File: src/hw/rgc_pkg.sv
// Package for the receiver gain control block: register map, field
// positions, reset values, state codes and carrier structs.
// Assumes a 32-bit AXI4-Lite register bus and one 100 MHz clock.
package rgc_pkg;

  // ----------------------------------------------------------------
  // Register byte offsets
  // ----------------------------------------------------------------
  localparam logic [7:0] ADDR_LNA_CONFIG = 8'h00;
  localparam logic [7:0] ADDR_CURRENT_LIMIT = 8'h04;
  localparam logic [7:0] ADDR_RX_CTRL = 8'h08;
  localparam logic [7:0] ADDR_SS_THRESHOLD = 8'h0c;
  localparam logic [7:0] ADDR_REARM_DELAY = 8'h10;
  localparam logic [7:0] ADDR_STATUS = 8'h14;
  localparam logic [7:0] ADDR_BAND_THR_BASE = 8'h18;
  localparam logic [7:0] ADDR_BAND_THR_LAST = 8'h28;

  // ----------------------------------------------------------------
  // Field positions
  // ----------------------------------------------------------------
  localparam int LNA_ZIN_BIT = 0;
  localparam int LNA_SEL_LSB = 1;
  localparam int LNA_APPLIED_LSB = 4;
  localparam int LIMIT_MA_LSB = 8;
  localparam int CTRL_RX_EN_BIT = 0;
  localparam int CTRL_CONT_BIT = 1;
  localparam int CTRL_AUTO_BIT = 2;
  localparam int CTRL_REARM_BIT = 3;
  localparam int STAT_STATE_LSB = 8;

  // ----------------------------------------------------------------
  // Reset values and constants
  // ----------------------------------------------------------------
  localparam logic [3:0] TRIM_RESET = 4'ha;
  localparam logic [7:0] SS_THRESHOLD_RESET = 8'he4;
  localparam logic [15:0] REARM_DELAY_RESET = 16'h0000;
  localparam logic [7:0] LIMIT_BASE_MA = 8'h2d;
  localparam logic [7:0] LIMIT_STEP_MA = 8'h05;
  localparam logic [1:0] HITS_NEEDED = 2'h2;
  localparam int NUM_BANDS = 5;
  localparam logic [7:0] BAND_THR_RESET_STEP = 8'h30;
  localparam logic [1:0] RESP_OKAY = 2'b00;
  localparam logic [1:0] RESP_SLVERR = 2'b10;

  // Gain select codes
  localparam logic [2:0] GAIN_AUTO = 3'h0;
  localparam logic [2:0] GAIN_STEP_1 = 3'h1;
  localparam logic [2:0] GAIN_STEP_6 = 3'h6;
  localparam logic [2:0] GAIN_RESERVED = 3'h7;

  // ----------------------------------------------------------------
  // Types
  // ----------------------------------------------------------------
  typedef enum logic [3:0] {
    ST_IDLE = 4'b0001,
    ST_WAIT = 4'b0010,
    ST_HOLD = 4'b0100,
    ST_DELAY = 4'b1000
  } rgc_state_type;

  typedef struct packed {
    logic valid;
    logic [7:0] strength;
  } rgc_sample_type;

  typedef struct packed {
    logic waiting;
    logic locked;
    logic [2:0] gain_step;
  } rgc_status_type;

endpackage

File: src/hw/rgc_gain_band.sv
// Maps a signal strength sample onto one of six gain steps by
// comparing it with five ascending band thresholds.
// Assumes thresholds are programmed in ascending order.
`timescale 1ns/1ps
module rgc_gain_band #(
  parameter int BANDS = 5,
  parameter int WIDTH = 8
) (
  // Sample and thresholds
  input wire logic [WIDTH-1:0] strength_i,
  input wire logic [BANDS*WIDTH-1:0] thresholds_i,
  // Chosen step code
  output logic [2:0] step_code_o
);
  import rgc_pkg::*;

  // ----------------------------------------------------------------
  // Band compare
  // ----------------------------------------------------------------
  logic [BANDS-1:0] above;

  genvar g;
  generate
    for (g = 0; g < BANDS; g++) begin : gen_cmp
      assign above[g] = strength_i > thresholds_i[g*WIDTH +: WIDTH];
    end
  endgenerate

  // Count of thresholds passed; stronger input picks a lower gain
  always_comb begin
    step_code_o = GAIN_STEP_1;
    for (int i = 0; i < BANDS; i++) begin
      if (above[i]) begin
        step_code_o = GAIN_STEP_1 + 3'(i + 1);
      end
    end
  end

endmodule

File: src/hw/rgc_agc_top.sv
// Top of the receiver gain control block with its AXI4-Lite slave.
// Assumes samples, packet-done pulses and FIFO status are synchronous
// to clk_i.
`timescale 1ns/1ps
module rgc_agc_top (
  // Clock and reset
  input wire logic clk_i,
  input wire logic rstn_i,
  // AXI4-Lite write address and data
  input wire logic [7:0] s_axil_awaddr_i,
  input wire logic s_axil_awvalid_i,
  output logic s_axil_awready_o,
  input wire logic [31:0] s_axil_wdata_i,
  input wire logic [3:0] s_axil_wstrb_i,
  input wire logic s_axil_wvalid_i,
  output logic s_axil_wready_o,
  // AXI4-Lite write response
  output logic [1:0] s_axil_bresp_o,
  output logic s_axil_bvalid_o,
  input wire logic s_axil_bready_i,
  // AXI4-Lite read
  input wire logic [7:0] s_axil_araddr_i,
  input wire logic s_axil_arvalid_i,
  output logic s_axil_arready_o,
  output logic [31:0] s_axil_rdata_o,
  output logic [1:0] s_axil_rresp_o,
  output logic s_axil_rvalid_o,
  input wire logic s_axil_rready_i,
  // Receiver side
  input wire rgc_pkg::rgc_sample_type sample_i,
  input wire logic packet_done_i,
  input wire logic fifo_empty_i,
  // Front-end controls
  output logic [2:0] lna_gain_code_o,
  output logic lna_impedance_select_o,
  output logic [7:0] current_limit_ma_o,
  output rgc_pkg::rgc_status_type status_o
);
  import rgc_pkg::*;

  // ----------------------------------------------------------------
  // Byte-lane merge used by the configuration registers; band thresholds take wdata bits 7:0 directly
  // ----------------------------------------------------------------
  function automatic logic [31:0] merge(input logic [31:0] old_v,
                                        input logic [31:0] new_v,
                                        input logic [3:0] strb);
    logic [31:0] res;
    res = old_v;
    for (int b = 0; b < 4; b++) begin
      if (strb[b]) begin
        res[b*8 +: 8] = new_v[b*8 +: 8];
      end
    end
    return res;
  endfunction

  function automatic logic is_band(input logic [7:0] a);
    return a >= ADDR_BAND_THR_BASE && a <= ADDR_BAND_THR_LAST &&
           a[1:0] == 2'b00;
  endfunction

  // ----------------------------------------------------------------
  // Registers
  // ----------------------------------------------------------------
  logic lna_impedance_select_q;
  logic [2:0] lna_gain_select_a_q;
  logic [3:0] current_limit_trim_q;
  logic rx_enable_q;
  logic continuous_mode_q;
  logic auto_rx_rearm_enable_q;
  logic [7:0] signal_strength_threshold_q;
  logic [15:0] inter_packet_rearm_delay_q;
  logic [NUM_BANDS*8-1:0] band_thr_q;
  logic rx_rearm_request;

  // AXI write and read side state
  logic [7:0] aw_addr_q;
  logic aw_have_q;
  logic [31:0] w_data_q;
  logic [3:0] w_strb_q;
  logic w_have_q;
  logic bvalid_q;
  logic [1:0] bresp_q;
  logic [31:0] rdata_q;
  logic [1:0] rresp_q;
  logic rvalid_q;
  logic do_write;
  logic wr_ok;

  // AGC state
  rgc_state_type state_q, state_d;
  logic [1:0] hits_q;
  logic [2:0] agc_gain_q;
  logic [2:0] band_code;
  logic [15:0] delay_cnt_q;
  logic pkt_pend_q;
  logic [7:0] last_strength_q;
  logic sample_hit;

  // ----------------------------------------------------------------
  // AXI4-Lite write channel
  // ----------------------------------------------------------------
  // Address and data are taken in either order; response follows both
  assign s_axil_awready_o = !aw_have_q && !bvalid_q;
  assign s_axil_wready_o = !w_have_q && !bvalid_q;
  assign do_write = aw_have_q && w_have_q && !bvalid_q;
  assign s_axil_bvalid_o = bvalid_q;
  assign s_axil_bresp_o = bresp_q;

  always_comb begin
    unique case (aw_addr_q)
      ADDR_LNA_CONFIG, ADDR_CURRENT_LIMIT, ADDR_RX_CTRL,
      ADDR_SS_THRESHOLD, ADDR_REARM_DELAY, ADDR_STATUS: wr_ok = 1'b1;
      default: wr_ok = is_band(aw_addr_q);
    endcase
  end

  always_ff @(posedge clk_i or negedge rstn_i) begin
    if (!rstn_i) begin
      aw_have_q <= 1'b0;
      aw_addr_q <= 8'h00;
      w_have_q <= 1'b0;
      w_data_q <= 32'h0000_0000;
      w_strb_q <= 4'h0;
      bvalid_q <= 1'b0;
      bresp_q <= RESP_OKAY;
    end else begin
      if (s_axil_awvalid_i && s_axil_awready_o) begin
        aw_have_q <= 1'b1;
        aw_addr_q <= s_axil_awaddr_i;
      end
      if (s_axil_wvalid_i && s_axil_wready_o) begin
        w_have_q <= 1'b1;
        w_data_q <= s_axil_wdata_i;
        w_strb_q <= s_axil_wstrb_i;
      end
      if (do_write) begin
        aw_have_q <= 1'b0;
        w_have_q <= 1'b0;
        bvalid_q <= 1'b1;
        bresp_q <= wr_ok ? RESP_OKAY : RESP_SLVERR;
      end else if (bvalid_q && s_axil_bready_i) begin
        bvalid_q <= 1'b0;
      end
    end
  end

  // ----------------------------------------------------------------
  // Configuration registers
  // ----------------------------------------------------------------
  logic [31:0] wval;
  assign wval = merge(32'h0000_0000, w_data_q, w_strb_q);
  logic [31:0] dval;
  assign dval = merge({16'h0000, inter_packet_rearm_delay_q}, w_data_q,
                      w_strb_q);

  always_ff @(posedge clk_i or negedge rstn_i) begin
    if (!rstn_i) begin
      lna_impedance_select_q <= 1'b0;
      lna_gain_select_a_q <= GAIN_AUTO;
      current_limit_trim_q <= TRIM_RESET;
      rx_enable_q <= 1'b0;
      continuous_mode_q <= 1'b0;
      auto_rx_rearm_enable_q <= 1'b0;
      signal_strength_threshold_q <= SS_THRESHOLD_RESET;
      inter_packet_rearm_delay_q <= REARM_DELAY_RESET;
    end else if (do_write && w_strb_q[0]) begin
      unique case (aw_addr_q)
        ADDR_LNA_CONFIG: begin
          lna_impedance_select_q <= wval[LNA_ZIN_BIT];
          lna_gain_select_a_q <= wval[LNA_SEL_LSB +: 3];
        end
        ADDR_CURRENT_LIMIT: current_limit_trim_q <= wval[3:0];
        ADDR_RX_CTRL: begin
          rx_enable_q <= wval[CTRL_RX_EN_BIT];
          continuous_mode_q <= wval[CTRL_CONT_BIT];
          auto_rx_rearm_enable_q <= wval[CTRL_AUTO_BIT];
        end
        ADDR_SS_THRESHOLD: signal_strength_threshold_q <= wval[7:0];
        ADDR_REARM_DELAY: inter_packet_rearm_delay_q <= dval[15:0];
        default: begin
        end
      endcase
    end else if (do_write && aw_addr_q == ADDR_REARM_DELAY) begin
      inter_packet_rearm_delay_q <= dval[15:0];
    end
  end

  // Band thresholds, one register per band
  genvar g;
  generate
    for (g = 0; g < NUM_BANDS; g++) begin : gen_thr
      always_ff @(posedge clk_i or negedge rstn_i) begin
        if (!rstn_i) begin
          band_thr_q[g*8 +: 8] <= 8'(BAND_THR_RESET_STEP * (g + 1));
        end else if (do_write && w_strb_q[0] &&
                     aw_addr_q == ADDR_BAND_THR_BASE + 8'(4 * g)) begin
          band_thr_q[g*8 +: 8] <= w_data_q[7:0];
        end
      end
    end
  endgenerate

  // Self-clearing: a write of one is a single-cycle request
  assign rx_rearm_request = do_write && w_strb_q[0] &&
                            aw_addr_q == ADDR_RX_CTRL &&
                            w_data_q[CTRL_REARM_BIT];

  // ----------------------------------------------------------------
  // AXI4-Lite read channel
  // ----------------------------------------------------------------
  assign s_axil_arready_o = !rvalid_q;
  assign s_axil_rvalid_o = rvalid_q;
  assign s_axil_rdata_o = rdata_q;
  assign s_axil_rresp_o = rresp_q;

  always_ff @(posedge clk_i or negedge rstn_i) begin
    if (!rstn_i) begin
      rvalid_q <= 1'b0;
      rdata_q <= 32'h0000_0000;
      rresp_q <= RESP_OKAY;
    end else if (s_axil_arvalid_i && s_axil_arready_o) begin
      rvalid_q <= 1'b1;
      rresp_q <= RESP_OKAY;
      rdata_q <= 32'h0000_0000;
      unique case (s_axil_araddr_i)
        ADDR_LNA_CONFIG: begin
          rdata_q[LNA_ZIN_BIT] <= lna_impedance_select_q;
          rdata_q[LNA_SEL_LSB +: 3] <= lna_gain_select_a_q;
          rdata_q[LNA_APPLIED_LSB +: 3] <= lna_gain_code_o;
        end
        ADDR_CURRENT_LIMIT: begin
          rdata_q[3:0] <= current_limit_trim_q;
          rdata_q[LIMIT_MA_LSB +: 8] <= current_limit_ma_o;
        end
        ADDR_RX_CTRL: begin
          rdata_q[CTRL_RX_EN_BIT] <= rx_enable_q;
          rdata_q[CTRL_CONT_BIT] <= continuous_mode_q;
          rdata_q[CTRL_AUTO_BIT] <= auto_rx_rearm_enable_q;
        end
        ADDR_SS_THRESHOLD: rdata_q[7:0] <= signal_strength_threshold_q;
        ADDR_REARM_DELAY: rdata_q[15:0] <= inter_packet_rearm_delay_q;
        ADDR_STATUS: begin
          // Strength reads only once it passes the threshold
          rdata_q[7:0] <= sample_hit_seen() ? last_strength_q : 8'h00;
          rdata_q[STAT_STATE_LSB +: 4] <= state_q;
        end
        default: begin
          if (is_band(s_axil_araddr_i)) begin
            rdata_q[7:0] <= band_thr_q[
              3'(s_axil_araddr_i[4:2] - ADDR_BAND_THR_BASE[4:2])*8 +: 8];
          end else begin
            rresp_q <= RESP_SLVERR;
          end
        end
      endcase
    end else if (rvalid_q && s_axil_rready_i) begin
      rvalid_q <= 1'b0;
    end
  end

  function automatic logic sample_hit_seen();
    return last_strength_q > signal_strength_threshold_q;
  endfunction

  // ----------------------------------------------------------------
  // Gain loop state machine
  // ----------------------------------------------------------------
  // Threshold must sit at sensitivity or the loop never leaves wait
  assign sample_hit = sample_i.strength >
                      signal_strength_threshold_q;

  rgc_gain_band #(
    .BANDS(NUM_BANDS),
    .WIDTH(8)
  ) u_band (
    .strength_i(sample_i.strength),
    .thresholds_i(band_thr_q),
    .step_code_o(band_code)
  );

  always_comb begin
    state_d = state_q;
    unique case (state_q)
      ST_IDLE: if (rx_enable_q) state_d = ST_WAIT;
      ST_WAIT: begin
        if (sample_i.valid && sample_hit && hits_q == HITS_NEEDED - 2'h1)
        begin
          state_d = ST_HOLD;
        end
      end
      ST_HOLD: begin
        // Without auto re-arm the held gain carries over to next packet
        if (!continuous_mode_q && auto_rx_rearm_enable_q &&
            pkt_pend_q && fifo_empty_i) begin
          state_d = ST_DELAY;
        end
      end
      ST_DELAY: if (delay_cnt_q == 16'h0000) state_d = ST_WAIT;
    endcase
    if (rx_rearm_request) state_d = ST_WAIT;
    if (!rx_enable_q) state_d = ST_IDLE;
  end

  always_ff @(posedge clk_i or negedge rstn_i) begin
    if (!rstn_i) begin
      state_q <= ST_IDLE;
    end else begin
      state_q <= state_d;
    end
  end

  // Consecutive hit counter
  always_ff @(posedge clk_i or negedge rstn_i) begin
    if (!rstn_i) begin
      hits_q <= 2'h0;
    end else if (state_d != ST_WAIT || state_q != ST_WAIT) begin
      hits_q <= 2'h0;
    end else if (sample_i.valid) begin
      hits_q <= sample_hit ? hits_q + 2'h1 : 2'h0;
    end
  end

  // Gain choice, held until the next selection
  always_ff @(posedge clk_i or negedge rstn_i) begin
    if (!rstn_i) begin
      agc_gain_q <= GAIN_STEP_1;
    end else if (state_q == ST_WAIT && state_d == ST_HOLD) begin
      agc_gain_q <= band_code;
    end
  end

  // Packet-done pending; set by a packet end in hold, cleared in any other state
  always_ff @(posedge clk_i or negedge rstn_i) begin
    if (!rstn_i) begin
      pkt_pend_q <= 1'b0;
    end else if (packet_done_i && state_q == ST_HOLD) begin
      pkt_pend_q <= 1'b1;
    end else if (state_q != ST_HOLD) begin
      pkt_pend_q <= 1'b0;
    end
  end

  // Inter-packet delay, in clock cycles
  always_ff @(posedge clk_i or negedge rstn_i) begin
    if (!rstn_i) begin
      delay_cnt_q <= 16'h0000;
    end else if (state_d == ST_DELAY && state_q != ST_DELAY) begin
      delay_cnt_q <= inter_packet_rearm_delay_q;
    end else if (state_q == ST_DELAY && delay_cnt_q != 16'h0000) begin
      delay_cnt_q <= delay_cnt_q - 16'h0001;
    end
  end

  always_ff @(posedge clk_i or negedge rstn_i) begin
    if (!rstn_i) begin
      last_strength_q <= 8'h00;
    end else if (sample_i.valid) begin
      last_strength_q <= sample_i.strength;
    end
  end

  // ----------------------------------------------------------------
  // Front-end outputs
  // ----------------------------------------------------------------
  // Reserved code falls back to the loop rather than an unknown gain
  always_ff @(posedge clk_i or negedge rstn_i) begin
    if (!rstn_i) begin
      lna_gain_code_o <= GAIN_STEP_1;
      lna_impedance_select_o <= 1'b0;
      current_limit_ma_o <= LIMIT_BASE_MA;
      status_o <= '0;
    end else begin
      if (lna_gain_select_a_q == GAIN_AUTO ||
          lna_gain_select_a_q == GAIN_RESERVED) begin
        lna_gain_code_o <= agc_gain_q;
      end else begin
        lna_gain_code_o <= lna_gain_select_a_q;
      end
      lna_impedance_select_o <= lna_impedance_select_q;
      current_limit_ma_o <= LIMIT_BASE_MA +
        8'(LIMIT_STEP_MA * {4'h0, current_limit_trim_q});
      status_o.waiting <= state_q == ST_WAIT;
      status_o.locked <= state_q == ST_HOLD;
      status_o.gain_step <= agc_gain_q;
    end
  end

endmodule

File: config.mk
export PLATFORM = sky130hd
export DESIGN_NAME = rgc_agc_top
export DESIGN_NICKNAME = d
export VERILOG_FILES = /design/src/hw/rgc_pkg.sv /design/src/hw/rgc_gain_band.sv /design/src/hw/rgc_agc_top.sv
export SDC_FILE = /design/constraint.sdc
export NUM_CORES = 1
export LEC_CHECK = 0
export ABC_AREA = 1
export BUFFER_PORTS_ARGS = -buffer_cell sky130_fd_sc_hd__buf_2
export CAP_MARGIN = 20
export CORE_UTILIZATION = 37
export CTS_CLUSTER_DIAMETER = 100
export DETAILED_ROUTE_END_ITERATION = 8
export PLACE_DENSITY = 0.55
export SLEW_MARGIN = 30
export SYNTH_ARGS = -nofsm -noshare
export SYNTH_HDL_FRONTEND = slang
export SYNTH_SLANG_ARGS = --single-unit
export TNS_END_PERCENT = 20
File: constraint.sdc
create_clock -name clk_i -period 2.4 [get_ports clk_i]
set_input_delay 0.24 -clock clk_i [delete_from_list [all_inputs] [get_ports clk_i]]
set_output_delay 0.24 -clock clk_i [all_outputs]
set_load 0.005 [all_outputs]
Word level (Yosys, flattened, before mapping)
Cells that the tools add are included.
Storage, ports and cells
  flip-flop bits (word level): 176
  input bits: 70
  output and inout port bits: 58
Cells by class
  add/subtract/negate cells: 4
  multipliers: 1
  order comparisons: 11
  equal/unequal tests: 28
  shifts and indexed selects: 1
  muxes and demuxes: 45
  reduce and logical (&&, ||, !) cells: 62
Operators by type and width (count)
  two-way mux 16 bit: 5
  greater-than comparator 8 bit: 7
  == test 8 x 5 -> 1 bit (second input constant): 6
  two-way mux 8 bit: 5
  variable part select 40 x 7 -> 8 bit: 1
  == test 8 x 4 -> 1 bit (second input constant): 4
  logical AND 1 bit: 31
  == test 8 x 6 -> 1 bit (second input constant): 3
  two-way mux 4 bit: 5
  one-hot mux 3 bit (6 select lines): 1
  == test 8 x 3 -> 1 bit (second input constant): 2
  greater-or-equal comparator 8 x 5 -> 1 bit (second input constant): 2
  less-or-equal comparator 8 x 6 -> 1 bit (second input constant): 2
  zero test 16 bit: 1
  zero test 8 bit: 2
  two-way mux 2 bit: 8
  one-hot mux 4 bit (4 select lines): 1
  nonzero test 16 bit: 1
  nonzero test 2 bit: 8
  subtractor 16 x 1 -> 16 bit (second input constant): 1
  one-hot mux 3 bit (5 select lines): 1
  two-way mux 3 bit: 4
  one-hot mux 4 bit (3 select lines): 1
  OR reduction 6 bit: 2
  25 further kinds: 48

Depth between registers and ports, before layout
  depth after elaboration: 11
  mapped depth: 16
  depth with buffers taken out: 16

By module
A second synthesis with hierarchy kept.
Second synthesis, totals
  cells, all modules: 1231
  area, all modules: 9899.5 um^2
By module, submodules not included
  rgc_agc_top: instances 1, cells an instance 1056, area each 8809.7 um^2, sequential area each 4385.5 um^2
  rgc_gain_band: instances 1, cells an instance 175, area each 1089.8 um^2, sequential area each 0.0 um^2

Least setup slack after synthesis
OpenSTA, ideal clock, no wires.
  path type: flip-flop to flip-flop
  start: register current_limit_trim_q[3]
  end: register current_limit_ma_o[6]
  data arrival time: 1929 ps
  data required time: 2269 ps
  path slack: 340 ps
  cell stages (with the launch flop): 10
  path buffers: 0
  cells stage by stage: dfstp_2 -> inv_1 -> fa_1 -> inv_1 -> ha_1 -> nand3_1 -> nand2_1 -> a21oi_1 -> o21ai_0 -> xor2_1
Between the ends
  word-level cells in the longest chain between the ends: 2
Ends and longest elaborated chain
  start, declared: RTL line rgc_agc_top.sv:67  | logic [3:0] current_limit_trim_q;
  start signal, assigned: RTL line rgc_agc_top.sv:173  | ADDR_CURRENT_LIMIT: current_limit_trim_q <= wval[3:0];
  multiplier 3 x 4 -> 7 bit: RTL line rgc_agc_top.sv:382  | 8'(LIMIT_STEP_MA * {4'h0, current_limit_trim_q});
  adder 6 x 7 -> 8 bit: RTL line rgc_agc_top.sv:381  | current_limit_ma_o <= LIMIT_BASE_MA +
  end signal, assigned: RTL line rgc_agc_top.sv:381
  end, declared: RTL line rgc_agc_top.sv:36  | output logic [7:0] current_limit_ma_o,
Every way passes these cells.
A chain may end at the register's enable or synchronous reset.

Final worst setup path
Same ends and word-level chain as after synthesis.

==> run_results.csv <==
group,metric,value,unit
clock_tree,cts.reportedPaths.clkPinSlew,80,ps
routing,wl_per_cell,15.98,um
critical_path,path_max_fanout,4,
power,cell_internal_pwr,5.434,mW
layout,layout_common_cells,"nand2_1 (337), dfrtp_1 (149), inv_1 (130), nor2_1 (99), buf_2 (90)",
power,leakage,5.323,nW
clock_tree,cts_tree,"yes",
grt,via_count_of_the_first_global_routing_pass,7579,
power,power_density,741.5,nW/um2
placement,number_of_input_and_output_port_buffers_inserted,91,
power,ir_drop,0.5427,mV
clock_tree,clkLatencyLatePin,450,ps
run,max_cap_violations,0,
critical_path,cp_common_cell,"inv_1",
synth,synthesis.area_per_instance,8.142,um2
sta,maxSlewViolCount,0,
clock_tree,cell_at_the_root_of_the_clock_tree,"clkbuf_16",
grt,total_overflow_reported_by_the_global_router,0,
clock_tree,cts_resized,0,
clock_tree,cts.sink_count,174,
sta,max_slew.worst_pin.slew,665.0,ps
routing,number_of_vias_in_the_routed_layout,7901,
hold_path,min_path_type,"in2reg",
clock_tree,max-clock-path-buffers,2,
layout,area.growth.synth_to_final,14.23,%
critical_path,worstSetupEndpointType,"flip-flop",
synth,synthesis.area,9673,um2
layout,drive_gt1_share,16.04,%
grt,grt_antenna_before_repair,0,
synth,synth_cells,1188,
critical_path,cpPeakStageDelay,560,ps
critical_path,timing.critical_path.cells,"inv_1 > fa_1 > inv_1 > ha_1 > nand3_1 > nand2_1 > a21oi_1 > o21ai_0 > xor2_1",
floorplanning,area_of_the_die,26790,um2
sta,setup_viol,0,
sta,achievable-frequency,458.8,MHz
power,clkPwrFrac,35.8,%
floorplanning,row_count,58,
layout,final.fill_count,2582,
sta,timing.max_slew.rel_slack,55.62,%
grt,global_route.usage.total,20.39,%
floorplanning,pin_count,128,
critical_path,timing_worst_setup_path_type,"reg2reg",
routing,drt.antenna.violating_nets,0,
critical_path,crit_path_start_kind,"flip-flop",
sta,fin_tns_setup,0,ps
sta,rsz0062_at_grt,"false",
power,power.combinational.fraction,20.8,%
routing,drt-initial-drc-count,628,
critical_path,crit_arrival,2550,ps
critical_path,setup_slack_on_the_worst_flop_to_flop_path,220,ps
floorplanning,initial_utilization,38.08,%
placement,global_placement_routability_congestion,0.9164,
critical_path,crit_family,"adder cells",
status,run_status,"completed",
critical_path,cp_num_buf_inv,2,
sta,final.min_clock_period,2180,ps
synth,synth_cell_type_count,45,
floorplanning,fp.coreArea,25400,um2
critical_path,crit_slowest_cell,"dfstp_2",
power,total_power,8.193,mW
floorplanning,die_w,163.7,um
sta,hold_fails_final_rpt,0,
layout,final_common_cell,"nand2_1",
critical_path,required_time_of_the_critical_path,2770,ps
routing,drc_violations_left,0,
synth,synth.yosys.warnings,0,
routing,detail_route.wirelength,26000,um
layout,nets,1423,
clock_tree,cts.htree.levels,4,
routing,drt_pre_antenna_iters,5,
floorplanning,die_height,163.7,um
grt,grt_pass1_wl,41220,um
synth,synth.ff_latch_count,174,
synth,proportion_of_synthesized_chip_area_in_sequential_cells,45.34,%
layout,antenna_cells_inserted,0,
power,power_frac_seq,43.4,%
power,switching_share,33.67,%
sta,timing.final.crit_share,90.81,%
clock_tree,cts_buffers,17,
sta,fin_skew,24.40,ps
grt,grt_max_degree,54,
power,switching_power,2.759,mW
placement,dpl.hpwl,19910,um
routing,routed_via_density,4.856,
-- power by group through the flow --
stage	clock network, mW	registers (mW)	logic (mW)
global route	3.09	3.61	1.95
CTS	2.97	3.56	1.72
floorplan	0	3.56	1.08
global placement	0	3.60	1.68
finish	2.93	3.56	1.70
detailed placement	0	3.61	1.71
-- routing by layer --
layer / vias to the layer above / routed length (um) / track usage [%]
met5: - / 0 / 0
met4: 0 / 367 / 5.303
met3: 23 / 1152 / 3.586
met2: 194 / 11360 / 31.41
met1: 3684 / 13120 / 29.35
li1: 4000 / - / -
-- cells in the mapped netlist (all sizes together) --
master	n	share of area (%)
o22ai	8	0.52
a21oi	59	3.1
a22oi	1	0.078
or2	2	0.13
conb	1	0.039
clkinv	2	0.10
o211ai	1	0.078
o21bai	1	0.078
o2111ai	4	0.36
nand2	344	14
nand4	20	1.4
a21o	2	0.16
nor3	6	0.48
ha	68	8.8
fa	1	0.21
clkbuf	8	0.31
nor4	1	0.22
and2	1	0.065
dfrtp	149	39
inv	141	5.5
dfstp	25	6.8
a31oi	6	0.39
buf	33	2.6
o21a	4	0.31
nand3	54	3.0
xnor2	3	0.27
o21ai	116	6.2
nor2	111	5.1
xor2	10	0.91
mux2	6	0.70
-- sequential cells by signal, summed over array words and instances (netlist names), 3 cells and up --
| name | flops |
|---|---|
| current_limit_trim_q | 4 |
| current_limit_ma_o | 8 |
| status_o | 5 |
| s_axil_rdata_o | 16 |
| aw_addr_q | 8 |
| delay_cnt_q | 16 |
| signal_strength_threshold_q | 8 |
| agc_gain_q | 3 |
| lna_gain_code_o | 3 |
| inter_packet_rearm_delay_q | 16 |
| lna_gain_select_a_q | 3 |
| last_strength_q | 8 |
| state_q | 4 |
| w_data_q | 16 |
| band_thr_q | 40 |
-- repair_timing --
item / 4_1_cts / 5_1_grt
hold buffers: 3 / 0
hold endpoints to repair: 27 / 0
setup buffers: 0 / 0
setup endpoints to repair: 0 / 0
-- final cells by class --
| type | instances | area (um2) | area share, % |
|---|---|---|---|
| multi-input combinational | 847 | 4529 | 40.99 |
| sequential | 174 | 4385 | 39.69 |
| timing repair buffer | 101 | 569.3 | 5.152 |
| inverter | 143 | 539.3 | 4.881 |
| clock buffer | 17 | 425.4 | 3.850 |
| tap | 330 | 412.9 | 3.737 |
| clock inverter | 15 | 187.7 | 1.699 |
-- cell families (layout without fill, tap and decap cells) --
kind of cell	after synthesis	after routing	share of synthesized area, %
other	1	18	0.03877
buffers and inverters	184	276	8.498
adder cells (fa/ha/maj)	69	69	9.003
flip-flops	174	174	45.34
multiplexers	6	6	0.6984
XOR/XNOR	13	13	1.177
AND/OR/NAND/NOR	539	539	23.99
AO/OA/AOI/OAI	202	202	11.25
-- path summary, 6_finish.rpt --
| check | end | startpoint | cells past startpoint |
|---|---|---|---|
| setup reg to reg | current_limit_ma_o[6]$_DFF_PN0_ | current_limit_trim_q[3]$_DFFE_PN1P_ | 9 |
| setup / recovery | current_limit_ma_o[6]$_DFF_PN0_ | current_limit_trim_q[3]$_DFFE_PN1P_ | 9 |
| max in group asynchronous | current_limit_ma_o[5]$_DFF_PN1_ | rstn_i | 3 |
| hold / removal | pkt_pend_q$_DFFE_PN0P_ | packet_done_i | 3 |
| hold reg to reg | lna_impedance_select_o$_DFF_PN0_ | lna_impedance_select_q$_DFFE_PN0P_ | 0 |
| min in group asynchronous | band_thr_q[26]$_DFFE_PN0P_ | rstn_i | 2 |
-- worst min-delay path: cells and delay by family --
| family | cells | cell delay (ps) |
|---|---|---|
| buf+inv | 1 | 80 |
| simple gates | 2 | 110 |
-- metrics by stage --
step	cells	util, %	hold slack, ps	cell area (um2)	worst slack, ps
6_report	1627	43.50	16.18	11050	220.4
5_1_grt	1627	43.50	11.97	11050	50.38
4_1_cts	1627	43.50	14.73	11050	214.7
3_5_place_dp	1592	40.97	180.9	10410	231.9
3_3_place_gp	1592	40.97	184.1	10410	217.2
2_1_floorplan	1205	-	-55.59	9737	339.7
No activity file was read; power rests on OpenSTA's default activity.
